[src/sfp_cfg.svh]
// constants of the serial flash pin front end
`ifndef SFP_CFG_SVH
`define SFP_CFG_SVH

`define SFP_CFG_OFS 4'h0
`define SFP_STAT_OFS 4'h4

`define SFP_CFG_QE_BIT 0
`define SFP_CFG_SEL_BIT 1
`define SFP_CFG_SRP_BIT 2
`define SFP_CFG_RST 3'h0

`define SFP_OP_DUAL_OUT 8'h3b
`define SFP_OP_DUAL_IO 8'hbb
`define SFP_OP_QUAD_OUT 8'h6b
`define SFP_OP_QUAD_IO 8'heb
`define SFP_OP_RST_EN 8'h66
`define SFP_OP_RST 8'h99

`define SFP_CLK_PERIOD_NS 10
`define SFP_SOFT_RESET_NS 30000
`define SFP_RESET_PULSE_NS 1000
`define SFP_SRST_CYC \
  ((`SFP_SOFT_RESET_NS + `SFP_CLK_PERIOD_NS - 1) / `SFP_CLK_PERIOD_NS)
`define SFP_HW_CYC \
  ((`SFP_RESET_PULSE_NS + `SFP_CLK_PERIOD_NS - 1) / `SFP_CLK_PERIOD_NS)

`endif

[src/sfp_pkg.sv]
// types of the serial flash pin front end
package sfp_pkg;

  typedef enum logic [1:0] {
    SFP_PH_OFF  = 2'b00,
    SFP_PH_CMD  = 2'b01,
    SFP_PH_BODY = 2'b10,
    SFP_PH_IGN  = 2'b11
  } sfp_phase_t;

  typedef struct packed {
    logic cs_m;
    logic cs_s;
    logic cs_p;
    logic sclk_m;
    logic sclk_s;
    logic sclk_p;
    logic [3:0] lane_m;
    logic [3:0] lane_s;
    logic rpin_m;
    logic rpin_s;
    sfp_phase_t ph;
    logic [2:0] win;
    logic [2:0] wout;
    logic [7:0] rx_sh;
    logic [3:0] rx_cnt;
    logic [7:0] tx_sh;
    logic [3:0] tx_cnt;
    logic txon;
    logic pause;
    logic cand66;
    logic prev66;
    logic [11:0] srst_cnt;
    logic [7:0] hw_cnt;
    logic hw_done;
    logic cfg_qe;
    logic cfg_sel;
    logic cfg_srp;
    logic [7:0] rd_data;
    logic [3:0] lane_out;
    logic [3:0] lane_oe;
    logic [7:0] rx_byte;
    logic rx_valid;
    logic rx_is_cmd;
    logic tx_req;
    logic core_reset;
    logic wblock;
  } sfp_state_t;

endpackage : sfp_pkg

[src/sfp_front_end.sv]
// pin front end of a serial flash spi port, sampled on clk_sys
//
// Decided for this implementation: the placing of the registers and the strobed register port.
`timescale 1ns/1ps
`include "sfp_cfg.svh"

module sfp_front_end (
  input wire logic clk_sys,
  input wire logic rst,
  input wire logic cs_n_pin,
  input wire logic sclk_pin,
  input wire logic [3:0] lane_in,
  output logic [3:0] lane_out,
  output logic [3:0] lane_oe,
  input wire logic reinit_n_pin,
  input wire logic [3:0] reg_addr,
  input wire logic [7:0] reg_wdata,
  input wire logic reg_wr,
  input wire logic reg_rd,
  output logic [7:0] reg_rdata,
  output logic [7:0] rx_byte,
  output logic rx_valid,
  output logic rx_is_cmd,
  input wire logic tx_en,
  input wire logic [7:0] tx_byte,
  output logic tx_req,
  output logic core_reset,
  output logic status_write_block
);
  import sfp_pkg::*;

  localparam logic [11:0] SRST_CYC = 12'(`SFP_SRST_CYC);
  localparam logic [7:0] HW_CYC = 8'(`SFP_HW_CYC);

  sfp_state_t q;
  sfp_state_t n;

  logic cs_low;
  logic cs_fall;
  logic sclk_rise;
  logic sclk_fall;
  logic shared_pause;
  logic shared_rst;
  logic hw_low;
  logic blocked;
  logic [7:0] sh_in;
  logic [3:0] cnt_in;
  logic [7:0] tb;
  logic [3:0] tcnt;

  assign cs_low = ~q.cs_s;
  // previous level resets low, so a select held low from reset is no edge
  assign cs_fall = q.cs_p & ~q.cs_s;
  assign sclk_rise = ~q.sclk_p & q.sclk_s;
  assign sclk_fall = q.sclk_p & ~q.sclk_s;
  assign shared_pause = ~q.cfg_qe & ~q.cfg_sel;
  assign shared_rst = ~q.cfg_qe & q.cfg_sel;
  assign hw_low = ~q.rpin_s | (shared_rst & ~q.lane_s[3]);
  assign blocked = hw_low | (q.srst_cnt != 12'h000);

  always_comb begin
    n = q;
    sh_in = q.rx_sh;
    cnt_in = q.rx_cnt;
    tb = q.tx_sh;
    tcnt = q.tx_cnt;
    n.rx_valid = 1'b0;
    n.tx_req = 1'b0;
    n.core_reset = 1'b0;
    n.cs_m = cs_n_pin;
    n.cs_s = q.cs_m;
    n.cs_p = q.cs_s;
    n.sclk_m = sclk_pin;
    n.sclk_s = q.sclk_m;
    n.sclk_p = q.sclk_s;
    n.lane_m = lane_in;
    n.lane_s = q.lane_m;
    n.rpin_m = reinit_n_pin;
    n.rpin_s = q.rpin_m;

    // pause only follows its pin while the clock is low
    if (!cs_low || !shared_pause) begin
      n.pause = 1'b0;
    end else if (!q.sclk_s) begin
      n.pause = ~q.lane_s[3];
    end

    if (hw_low) begin
      if (q.hw_cnt != HW_CYC) begin
        n.hw_cnt = q.hw_cnt + 8'h01;
      end
      if (q.hw_cnt == HW_CYC - 8'h01) begin
        n.hw_done = 1'b1;
        n.core_reset = 1'b1;
      end
    end else begin
      n.hw_cnt = 8'h00;
      n.hw_done = 1'b0;
    end

    if (q.srst_cnt != 12'h000) begin
      n.srst_cnt = q.srst_cnt - 12'h001;
    end

    if (blocked) begin
      n.ph = SFP_PH_OFF;
      n.rx_cnt = 4'h0;
      n.tx_cnt = 4'h0;
      n.txon = 1'b0;
      n.cand66 = 1'b0;
      if (hw_low) begin
        n.prev66 = 1'b0;
        n.srst_cnt = 12'h000;
      end
    end else if (!cs_low) begin
      if (q.ph != SFP_PH_OFF) begin
        n.prev66 = q.cand66;
      end
      n.ph = SFP_PH_OFF;
      n.rx_cnt = 4'h0;
      n.tx_cnt = 4'h0;
      n.txon = 1'b0;
      n.cand66 = 1'b0;
    end else if (cs_fall) begin
      n.ph = SFP_PH_CMD;
      n.rx_cnt = 4'h0;
      n.tx_cnt = 4'h0;
      n.txon = 1'b0;
      n.win = 3'h1;
      n.wout = 3'h1;
      n.cand66 = 1'b0;
    end else if (q.ph != SFP_PH_OFF && q.ph != SFP_PH_IGN && !q.pause) begin
      if (sclk_rise) begin
        case (q.win)
          3'h2: sh_in = {q.rx_sh[5:0], q.lane_s[1], q.lane_s[0]};
          3'h4: sh_in = {q.rx_sh[3:0], q.lane_s[3:0]};
          default: sh_in = {q.rx_sh[6:0], q.lane_s[0]};
        endcase
        cnt_in = q.rx_cnt + {1'b0, q.win};
        n.rx_sh = sh_in;
        n.rx_cnt = cnt_in;
        if (cnt_in == 4'h8) begin
          n.rx_cnt = 4'h0;
          n.rx_byte = sh_in;
          n.rx_valid = 1'b1;
          n.rx_is_cmd = (q.ph == SFP_PH_CMD);
          if (q.ph == SFP_PH_CMD) begin
            n.ph = SFP_PH_BODY;
            n.prev66 = 1'b0;
            case (sh_in)
              `SFP_OP_DUAL_OUT: begin
                n.wout = 3'h2;
              end
              `SFP_OP_DUAL_IO: begin
                n.win = 3'h2;
                n.wout = 3'h2;
              end
              `SFP_OP_QUAD_OUT: begin
                if (q.cfg_qe) begin
                  n.wout = 3'h4;
                end else begin
                  n.ph = SFP_PH_IGN;
                  n.rx_valid = 1'b0;
                end
              end
              `SFP_OP_QUAD_IO: begin
                if (q.cfg_qe) begin
                  n.win = 3'h4;
                  n.wout = 3'h4;
                end else begin
                  n.ph = SFP_PH_IGN;
                  n.rx_valid = 1'b0;
                end
              end
              `SFP_OP_RST_EN: begin
                n.cand66 = 1'b1;
              end
              `SFP_OP_RST: begin
                if (q.prev66) begin
                  n.srst_cnt = SRST_CYC;
                  n.core_reset = 1'b1;
                  n.ph = SFP_PH_IGN;
                end
              end
              default: begin
              end
            endcase
          end else begin
            // enable-reset only counts when it was the whole instruction
            n.cand66 = 1'b0;
          end
        end
      end
      if (sclk_fall && q.ph == SFP_PH_BODY && tx_en) begin
        if (q.tx_cnt == 4'h0) begin
          tb = tx_byte;
          tcnt = 4'h8;
          n.tx_req = 1'b1;
        end
        case (q.wout)
          3'h2: n.lane_out = {2'b00, tb[7], tb[6]};
          3'h4: n.lane_out = tb[7:4];
          default: n.lane_out = {2'b00, tb[7], 1'b0};
        endcase
        n.tx_sh = 8'(tb << q.wout);
        n.tx_cnt = tcnt - {1'b0, q.wout};
        n.txon = 1'b1;
      end
    end

    // drive only lanes that belong to the current width
    if (n.txon && !n.pause && n.ph == SFP_PH_BODY) begin
      case (n.wout)
        3'h2: n.lane_oe = 4'h3;
        3'h4: n.lane_oe = 4'hf;
        default: n.lane_oe = 4'h2;
      endcase
    end else begin
      n.lane_oe = 4'h0;
    end

    n.wblock = q.cfg_srp & ~q.lane_s[2] & ~q.cfg_qe;

    if (reg_wr) begin
      if (reg_addr == `SFP_CFG_OFS) begin
        n.cfg_qe = reg_wdata[`SFP_CFG_QE_BIT];
        n.cfg_sel = reg_wdata[`SFP_CFG_SEL_BIT];
        n.cfg_srp = reg_wdata[`SFP_CFG_SRP_BIT];
      end
    end
    if (reg_rd) begin
      if (reg_addr == `SFP_CFG_OFS) begin
        n.rd_data = {5'h00, q.cfg_srp, q.cfg_sel, q.cfg_qe};
      end else if (reg_addr == `SFP_STAT_OFS) begin
        n.rd_data = {3'h0, q.wblock, hw_low, q.srst_cnt != 12'h000,
                     q.pause, q.ph != SFP_PH_OFF};
      end else begin
        n.rd_data = 8'h00;
      end
    end else begin
      n.rd_data = 8'h00;
    end
  end

  always_ff @(posedge clk_sys) begin
    if (rst) begin
      q <= '0;
      {q.cfg_srp, q.cfg_sel, q.cfg_qe} <= `SFP_CFG_RST;
      // reset pin and lane chains start at their pulled-up idle level,
      // so no false pause or reset-pin low shows up right after reset;
      // select keeps its low start so a held-low select is no edge
      q.rpin_m <= 1'b1;
      q.rpin_s <= 1'b1;
      q.lane_m <= 4'hf;
      q.lane_s <= 4'hf;
    end else begin
      q <= n;
    end
  end

  assign lane_out = q.lane_out;
  assign lane_oe = q.lane_oe;
  assign reg_rdata = q.rd_data;
  assign rx_byte = q.rx_byte;
  assign rx_valid = q.rx_valid;
  assign rx_is_cmd = q.rx_is_cmd;
  assign tx_req = q.tx_req;
  assign core_reset = q.core_reset;
  assign status_write_block = q.wblock;

  chk_deselect_float: assert property (
    @(posedge clk_sys) disable iff (rst)
    q.cs_s |=> q.lane_oe == 4'h0)
    else $error("lanes driven while deselected");

  chk_reset_no_cmd: assert property (
    @(posedge clk_sys) disable iff (rst)
    hw_low ##1 hw_low |=> !q.rx_valid)
    else $error("byte taken during hardware reset");

  chk_reset_pulse_len: assert property (
    @(posedge clk_sys) disable iff (rst)
    $rose(q.hw_done) |-> q.core_reset && q.hw_cnt == HW_CYC)
    else $error("hardware reset fired at wrong count");

  chk_quad_gate: assert property (
    @(posedge clk_sys) disable iff (rst)
    q.lane_oe == 4'hf |-> q.cfg_qe && q.wout == 3'h4)
    else $error("quad lanes driven without quad enable");

  chk_dual_lanes: assert property (
    @(posedge clk_sys) disable iff (rst)
    q.lane_oe == 4'h3 |-> q.wout == 3'h2)
    else $error("dual lanes driven outside dual read");

  chk_pause_float: assert property (
    @(posedge clk_sys) disable iff (rst)
    q.pause |-> q.lane_oe == 4'h0)
    else $error("output driven during pause");

  chk_pause_keeps: assert property (
    @(posedge clk_sys) disable iff (rst)
    q.pause && !blocked && cs_low |=> $stable(q.rx_sh) && $stable(q.rx_cnt))
    else $error("receive state changed during pause");

  chk_qe_no_pause: assert property (
    @(posedge clk_sys) disable iff (rst)
    q.cfg_qe |=> !q.pause)
    else $error("pause active with quad enable");

  chk_soft_busy: assert property (
    @(posedge clk_sys) disable iff (rst)
    $rose(q.srst_cnt != 12'h000) |-> q.srst_cnt == SRST_CYC
      ##1 (!q.rx_valid && q.ph == SFP_PH_OFF)[*8])
    else $error("soft reset busy period broken");

  chk_wp_quad: assert property (
    @(posedge clk_sys) disable iff (rst)
    q.cfg_qe ##1 q.cfg_qe |=> !q.wblock)
    else $error("write block asserted in quad mode");

  chk_rise_sample: assert property (
    @(posedge clk_sys) disable iff (rst)
    q.rx_cnt != $past(q.rx_cnt) && q.rx_cnt != 4'h0 |-> $past(sclk_rise))
    else $error("bit taken without rising clock");

  chk_blocked_idle: assert property (
    @(posedge clk_sys) disable iff (rst)
    blocked |=> q.ph == SFP_PH_OFF && !q.rx_valid)
    else $error("frame active while a reset holds the port");

  chk_frame_first: assert property (
    @(posedge clk_sys) disable iff (rst)
    q.rx_valid |-> $past(q.ph) != SFP_PH_OFF)
    else $error("byte taken outside a selected frame");

  chk_pause_select: assert property (
    @(posedge clk_sys) disable iff (rst)
    !shared_pause |=> !q.pause)
    else $error("pause active while pin serves another function");

  chk_pause_start: assert property (
    @(posedge clk_sys) disable iff (rst)
    $rose(q.pause) |-> !$past(q.sclk_s))
    else $error("pause began while clock high");

  chk_pause_end: assert property (
    @(posedge clk_sys) disable iff (rst)
    $fell(q.pause) |-> !$past(q.sclk_s) || !$past(cs_low) ||
      !$past(shared_pause))
    else $error("pause ended while clock high");

  chk_tx_on_fall: assert property (
    @(posedge clk_sys) disable iff (rst)
    q.tx_req |-> $past(sclk_fall))
    else $error("transmit byte taken without falling clock");

  chk_soft_cause: assert property (
    @(posedge clk_sys) disable iff (rst)
    q.core_reset |-> $past(hw_low) || $past(q.prev66))
    else $error("core reset without a reset cause");

endmodule : sfp_front_end

[config.mk]
export PLATFORM = sky130hd
export DESIGN_NAME = sfp_front_end
export DESIGN_NICKNAME = d
export VERILOG_FILES = /design/src/sfp_pkg.sv /design/src/sfp_front_end.sv
export VERILOG_INCLUDE_DIRS = /design/src /design/src/src
export SDC_FILE = /design/constraint.sdc
export NUM_CORES = 1
export LEC_CHECK = 0
export BUFFER_PORTS_ARGS = -buffer_cell sky130_fd_sc_hd__buf_4
export CORE_MARGIN = 4
export CORE_UTILIZATION = 45
export DETAILED_ROUTE_END_ITERATION = 6
export HOLD_SLACK_MARGIN = 0.15
export RECOVER_POWER = 25
export SLEW_MARGIN = 20
export SYNTH_ARGS = -nofsm -noshare
export SYNTH_HDL_FRONTEND = slang
export SYNTH_SLANG_ARGS = --single-unit
[constraint.sdc]
create_clock -name clk_sys -period 3.5 [get_ports clk_sys]
set_clock_uncertainty 0.05 [all_clocks]
set_input_delay 0.35 -clock clk_sys [delete_from_list [all_inputs] [get_ports clk_sys]]
set_output_delay 0.35 -clock clk_sys [all_outputs]
set_load 0.02 [all_outputs]
# Yosys cells after proc, flatten, opt, wreduce, memory -nomap -nowiden
# Cells that the tools add are included.
# W data, S select, Z words.
# op_classes
addsub,4
n_mul,0
div_mod_pow,0
magnitude_cmp,0
eq_ne,25
shift,1
mux,76
n_bitwise,28
reduce_logical,42
# ops
operator,n
$mux W8,15
$mux W13,5
$mux W12,4
$mux W14,3
$mux W33,1
$mux W4,7
$mux W1,26
$eq A8 B7 Y1 const B,3
$eq A8 B8 Y1 const B,3
$mux W11,2
$mux W20,1
$not A1 Y1,18
$pmux W4 S2,2
$pmux W8 S2,1
$reduce_bool A3 Y1,5
$reduce_bool A12 Y1,1
$sub A12 B1 Y12 const B,1
$reduce_and A5 Y1,2
$reduce_bool A2 Y1,5
$reduce_or A2 Y1,5
$eq A3 B2 Y1 const B,3
$eq A3 B3 Y1 const B,3
$mux W3,3
$pmux W3 S3,1
other kinds (34),56
# totals
register_bits,104
latchBits,0
ramBits,0
romBits,0
in_bits,32
out_inout_bits,29
elab_cells,213
mem_count,0

# Depth between registers and ports, before layout
# logic_depth
depth_word,21
depth_mapped,12
depth_no_buf,11

# Worst setup path after synthesis
# No wires, ideal clock.
# synth_path
path_type,reg2reg
start,reg q[85] in the netlist's numbering
end,reg q (netlist bit lane_oe[2])
setup_time_ns,0.073
t_arrival_ns,2.506
setup_slack_ns,0.871
stages_incl_launch_ff,12
path_buffers,1
period_less_slack_ns,2.629
cell_sequence,dfxtp_1 > buf_6 > inv_1 > fa_1 > xnor2_1 > and4b_1 > and3_1 > and4_4 > and2_1 > a2111oi_4 > nand3_2 > nor3_2
# synth_via
elab_chain_len,21
# synth_rtl
item,line_no,rtl
from (decl),sfp_front_end.sv:35,sfp_state_t q;
from (signal assigned),sfp_front_end.sv:257,q <= n;
$eq A3 B3 Y1 / $eq A3 B2 Y1 (equally long branches),sfp_front_end.sv:134,case (q.win)
$pmux W8 S2,sfp_front_end.sv:134,
$mux W8,sfp_front_end.sv:133,if (sclk_rise) begin
$mux W8,sfp_front_end.sv:132,end else if (q.ph != SFP_PH_OFF && q.ph != SFP_PH_IGN && !q.pause) begin
$mux W8,sfp_front_end.sv:124,end else if (cs_fall) begin
$mux W8,sfp_front_end.sv:115,end else if (!cs_low) begin
$mux W8,sfp_front_end.sv:105,if (blocked) begin
$eq A8 B8 Y1 / $eq A8 B7 Y1 (equally long branches),sfp_front_end.sv:150,case (sh_in)
(+5 left out),n/a,
$mux W33 *,sfp_front_end.sv:132,
$mux W8 *,sfp_front_end.sv:124,
$mux W2,sfp_front_end.sv:115,
$mux W2,sfp_front_end.sv:105,
$eq A2 B2 Y1,sfp_front_end.sv:212,if (n.txon && !n.pause && n.ph == SFP_PH_BODY) begin
$logic_and A1 B1 Y1,sfp_front_end.sv:212,
$not A1 Y1 (no line),n/a,
$reduce_or A2 Y1 (no line),n/a,
# Mark *: on every way between the ends. The rest lies on a longest branch, timed or not. The select of a mux whose other input is x is not followed.
# A chain may end at the register's enable or synchronous reset.

# Final worst setup path
# layout_path
start,reg q[85] in the netlist's numbering
end,reg q[48] in the netlist's numbering
# layout_via
elab_chain_len,16
# layout_rtl
item,line_no,rtl
$eq A3 B3 Y1 / $eq A3 B2 Y1 (equally long branches),sfp_front_end.sv:134,
$pmux W8 S2,sfp_front_end.sv:134,
$mux W8,sfp_front_end.sv:133,
$mux W8,sfp_front_end.sv:132,
$mux W8,sfp_front_end.sv:124,
$mux W8,sfp_front_end.sv:115,
$mux W8,sfp_front_end.sv:105,
$eq A8 B8 Y1,sfp_front_end.sv:150,
$mux W12,sfp_front_end.sv:150,
$mux W13,sfp_front_end.sv:147,if (q.ph == SFP_PH_CMD) begin
$mux W14 *,sfp_front_end.sv:142,if (cnt_in == 4'h8) begin
$mux W14 *,sfp_front_end.sv:133,
$mux W14 *,sfp_front_end.sv:132,
$mux W13 *,sfp_front_end.sv:124,
$mux W12 *,sfp_front_end.sv:115,
$mux W13 *,sfp_front_end.sv:105,
# Marks and branches as above.

==> metrics.cfg <==
[logic_synthesis]
syn_inst=582
synth_cell_type_count=74
avgSynthCellArea_um2=8.653
ys_warn_count=0
synth_seq_cells=99
synthArstFlopShare_pct=0
ys.flop_type=dfxtp_1
yosysSeqAreaShare_pct=39.35
netlist_area_mm2=0.005036
synth-edff-count=0

[worst_setup_path]
critPathArrivalTime_ns=3.34
start_kind=flip-flop
cp_cell_sequence=inv_1 > fa_1 > nor2b_1 > and4b_1 > and3_1 > and4_4 > nand4_4 > nor2_2 > a211oi_1 > a211oi_1
endpoint_kind=flip-flop
worst_path_max_delay_cell=dfxtp_1
path_class=reg2reg
crit_family=simple AND/OR/NAND/NOR gates
path_max_fanout=14
crit_path_frequent_cell=a211oi_1
required_ns=3.74
cp_num_buf_inv=1
cpPeakStageDelay_ns=0.63

[sta]
final-hold-violation-count=0
fin_tns_setup_ns=0
finalCriticalPeriod_ns=3.096
rsz0062_at_grt=no
tightest_slew_ns=2.660
maxSlewViolCount=63
hold_slack_ns=0.2951
setup_viol=0
clock.fmax_ghz=0.3229
slew_headroom_pct=-77.31
timing.final.crit_share_pct=88.47

[die]
boundaryPins=61
die_h_um=113.8
initial_core_util_pct=46.25
die_w_um=113.8
die_area_mm2=0.01295
rows=38
coreArea_mm2=0.01089

[power_and_ir_drop]
pwr-share-comb_pct=5.5
p_switching_w=0.0004646
p_sw_share_pct=22.37
power_density_mw_per_mm2=367.5
p_clk_share_pct=39.3
worst_ir_drop_vdd_uv=268.9
seqPwrFrac_pct=55.2
p_int_w=0.001612
p_leak_nw=2.244

[clock_tree]
htreeDepth=3
cts_buffers=9
root_buffer=clkbuf_8
path_clk_slew_ns=0.10
clk-insertion-delay-late_ns=0.38
clockBufferDepth=2
cts_tree=yes
clock_sinks=99

[routing]
dr.pass1.iters=5
avgViaCountPerCell=5.318
ant_nets=0
post-route-drc-count=0
drt-initial-drc-count=213
dr_total_vias=4031
wl_per_cell_um=15.06
wirelength_um=11410

[cells_and_area]
final_area_mm2=0.005650
mostFrequentLayoutCells=99 x dfxtp_1, 72 x nor2_1, 49 x buf_4, 45 x a21oi_1, 44 x nand2_1
nets=659
final_common_cell=dfxtp_1
antenna_cells=0
drive_gt1_share_pct=16.18
area_growth_pct=12.20

[global_route]
grt_pass1_vias=3968
gr-total-overflow=0
grt_use_met1_pct=24.22
grt_use_met2_pct=30.51
top_usage_layer=met2
grt_usage_pct=18.72
grt_max_degree=63
grt_pass1_wl_um=19460
antenna_found_initial=0
grt_use_met3_pct=3.607

[outcome]
outcome=finished, violations left
violations=capacitance limit, slew limit

[placed_design]
place_hpwl_um=8257
dpl_cell_area_mm2=0.005358
gp_congestion=0.8615
portBuffers=52

[hold_path]
hold_path.class=in2reg

[run]
drv_cap=1

[power groups by stage]
stage	clock, W	combinational [W]	sequential, W
2_1_floorplan	0	0.0000712	0.00117
3_3_place_gp	0	0.000102	0.00117
3_5_place_dp	0	0.000104	0.00117
4_1_cts	0.000845	0.000114	0.00115
5_1_grt	0.000886	0.000126	0.00115
6_report	0.000816	0.000114	0.00115
[worst min-delay path, delay by kind of cell]
kind	cells	cell delay, ns
AND/OR/NAND/NOR	2	0.23
buffers and inverters	1	0.11
[path summary, 6_finish.rpt]
kind,startpoint,end,slack [ns],cells after the start
max reg2reg,q[85]$_SDFFE_PP0P_,q[48]$_SDFF_PP0_,0.40,10
min,reg_rd,reg_rdata[1]$_SDFF_PP0_,0.30,3
min reg2reg,n[93]$_SDFF_PP1_,q[93]$_SDFF_PP1_,0.36,1
max,q[85]$_SDFFE_PP0P_,q[48]$_SDFF_PP0_,0.40,10
[stage by stage]
stage,utilization [%],setup slack (ns),std cells,power (W)
after global placement,49.21,0.5246,731,0.001275
final,51.90,0.4035,758,0.002077
after global routing,51.90,0.09139,758,0.002161
after floorplan,-,0.8711,584,0.001237
after CTS,52.28,0.3678,758,0.002105
after detailed placement,49.21,0.3912,731,0.001277
[synthesized netlist by cell type (all sizes together), types with 4 or more instances]
cell / instances / share of area (%)
nor2: 75 / 5.8
nor3: 17 / 1.9
o21ai: 13 / 1.3
dfxtp: 99 / 39
or3: 5 / 0.62
or2: 10 / 1.2
a31oi: 4 / 0.50
nor3b: 4 / 0.60
buf: 34 / 4.8
nand4: 4 / 0.80
nand2b: 6 / 0.75
mux2i: 30 / 6.0
ha: 12 / 3.0
xor2: 7 / 1.4
nand2: 44 / 3.3
nor2b: 14 / 1.7
inv: 23 / 1.7
nor4: 7 / 1.2
nand3: 22 / 2.3
and2: 4 / 0.50
and4: 4 / 0.80
and3: 6 / 0.84
a211oi: 16 / 2.4
a21oi: 46 / 4.6
clkbuf: 19 / 1.5
xnor2: 7 / 1.2
[flip-flops by register name, indices dropped and copies added, names as in the netlist]
name                flops
tx_req                  1
status_write_block      1
lane_out                4
n                       9
rx_valid                1
q                      65
lane_oe                 3
rx_byte                 8
rx_is_cmd               1
reg_rdata               5
core_reset              1
[layout make-up]
type	count	area, um^2
clock buffers	10	137.6
clock inverters	6	86.33
fillers	1048	5238
inverters	25	93.84
multi-input cells	407	2656
flip-flops and latches	99	1982
well taps	140	175.2
repair buffers	71	519.2
[routing by layer]
metal	part of all wire [%]	up-vias
met3	4.6	19
li1	-	2047
met1	46	1879
met5	0	-
met4	2.2	0
met2	47	86
[cell families (layout without fill, tap and decap cells)]
family	Yosys count	in the layout	share of synthesized area [%]
buffers and inverters	78	112	8.174
multiplexers	31	31	6.186
adder cells (fa/ha/maj)	14	14	3.776
other	1	3	0.07446
XOR/XNOR	14	14	2.584
AND/OR/NAND/NOR	240	240	25.91
AO/OA/AOI/OAI	105	105	13.94
flip-flops	99	99	39.35
[repair_timing]
item / in CTS / in global routing
hold endpoints to repair: 11 / 0
buffers inserted: 0 / 0
hold buffers: 11 / 0
resized for setup: 0 / 0
No activity file was read; power rests on OpenSTA's default activity.
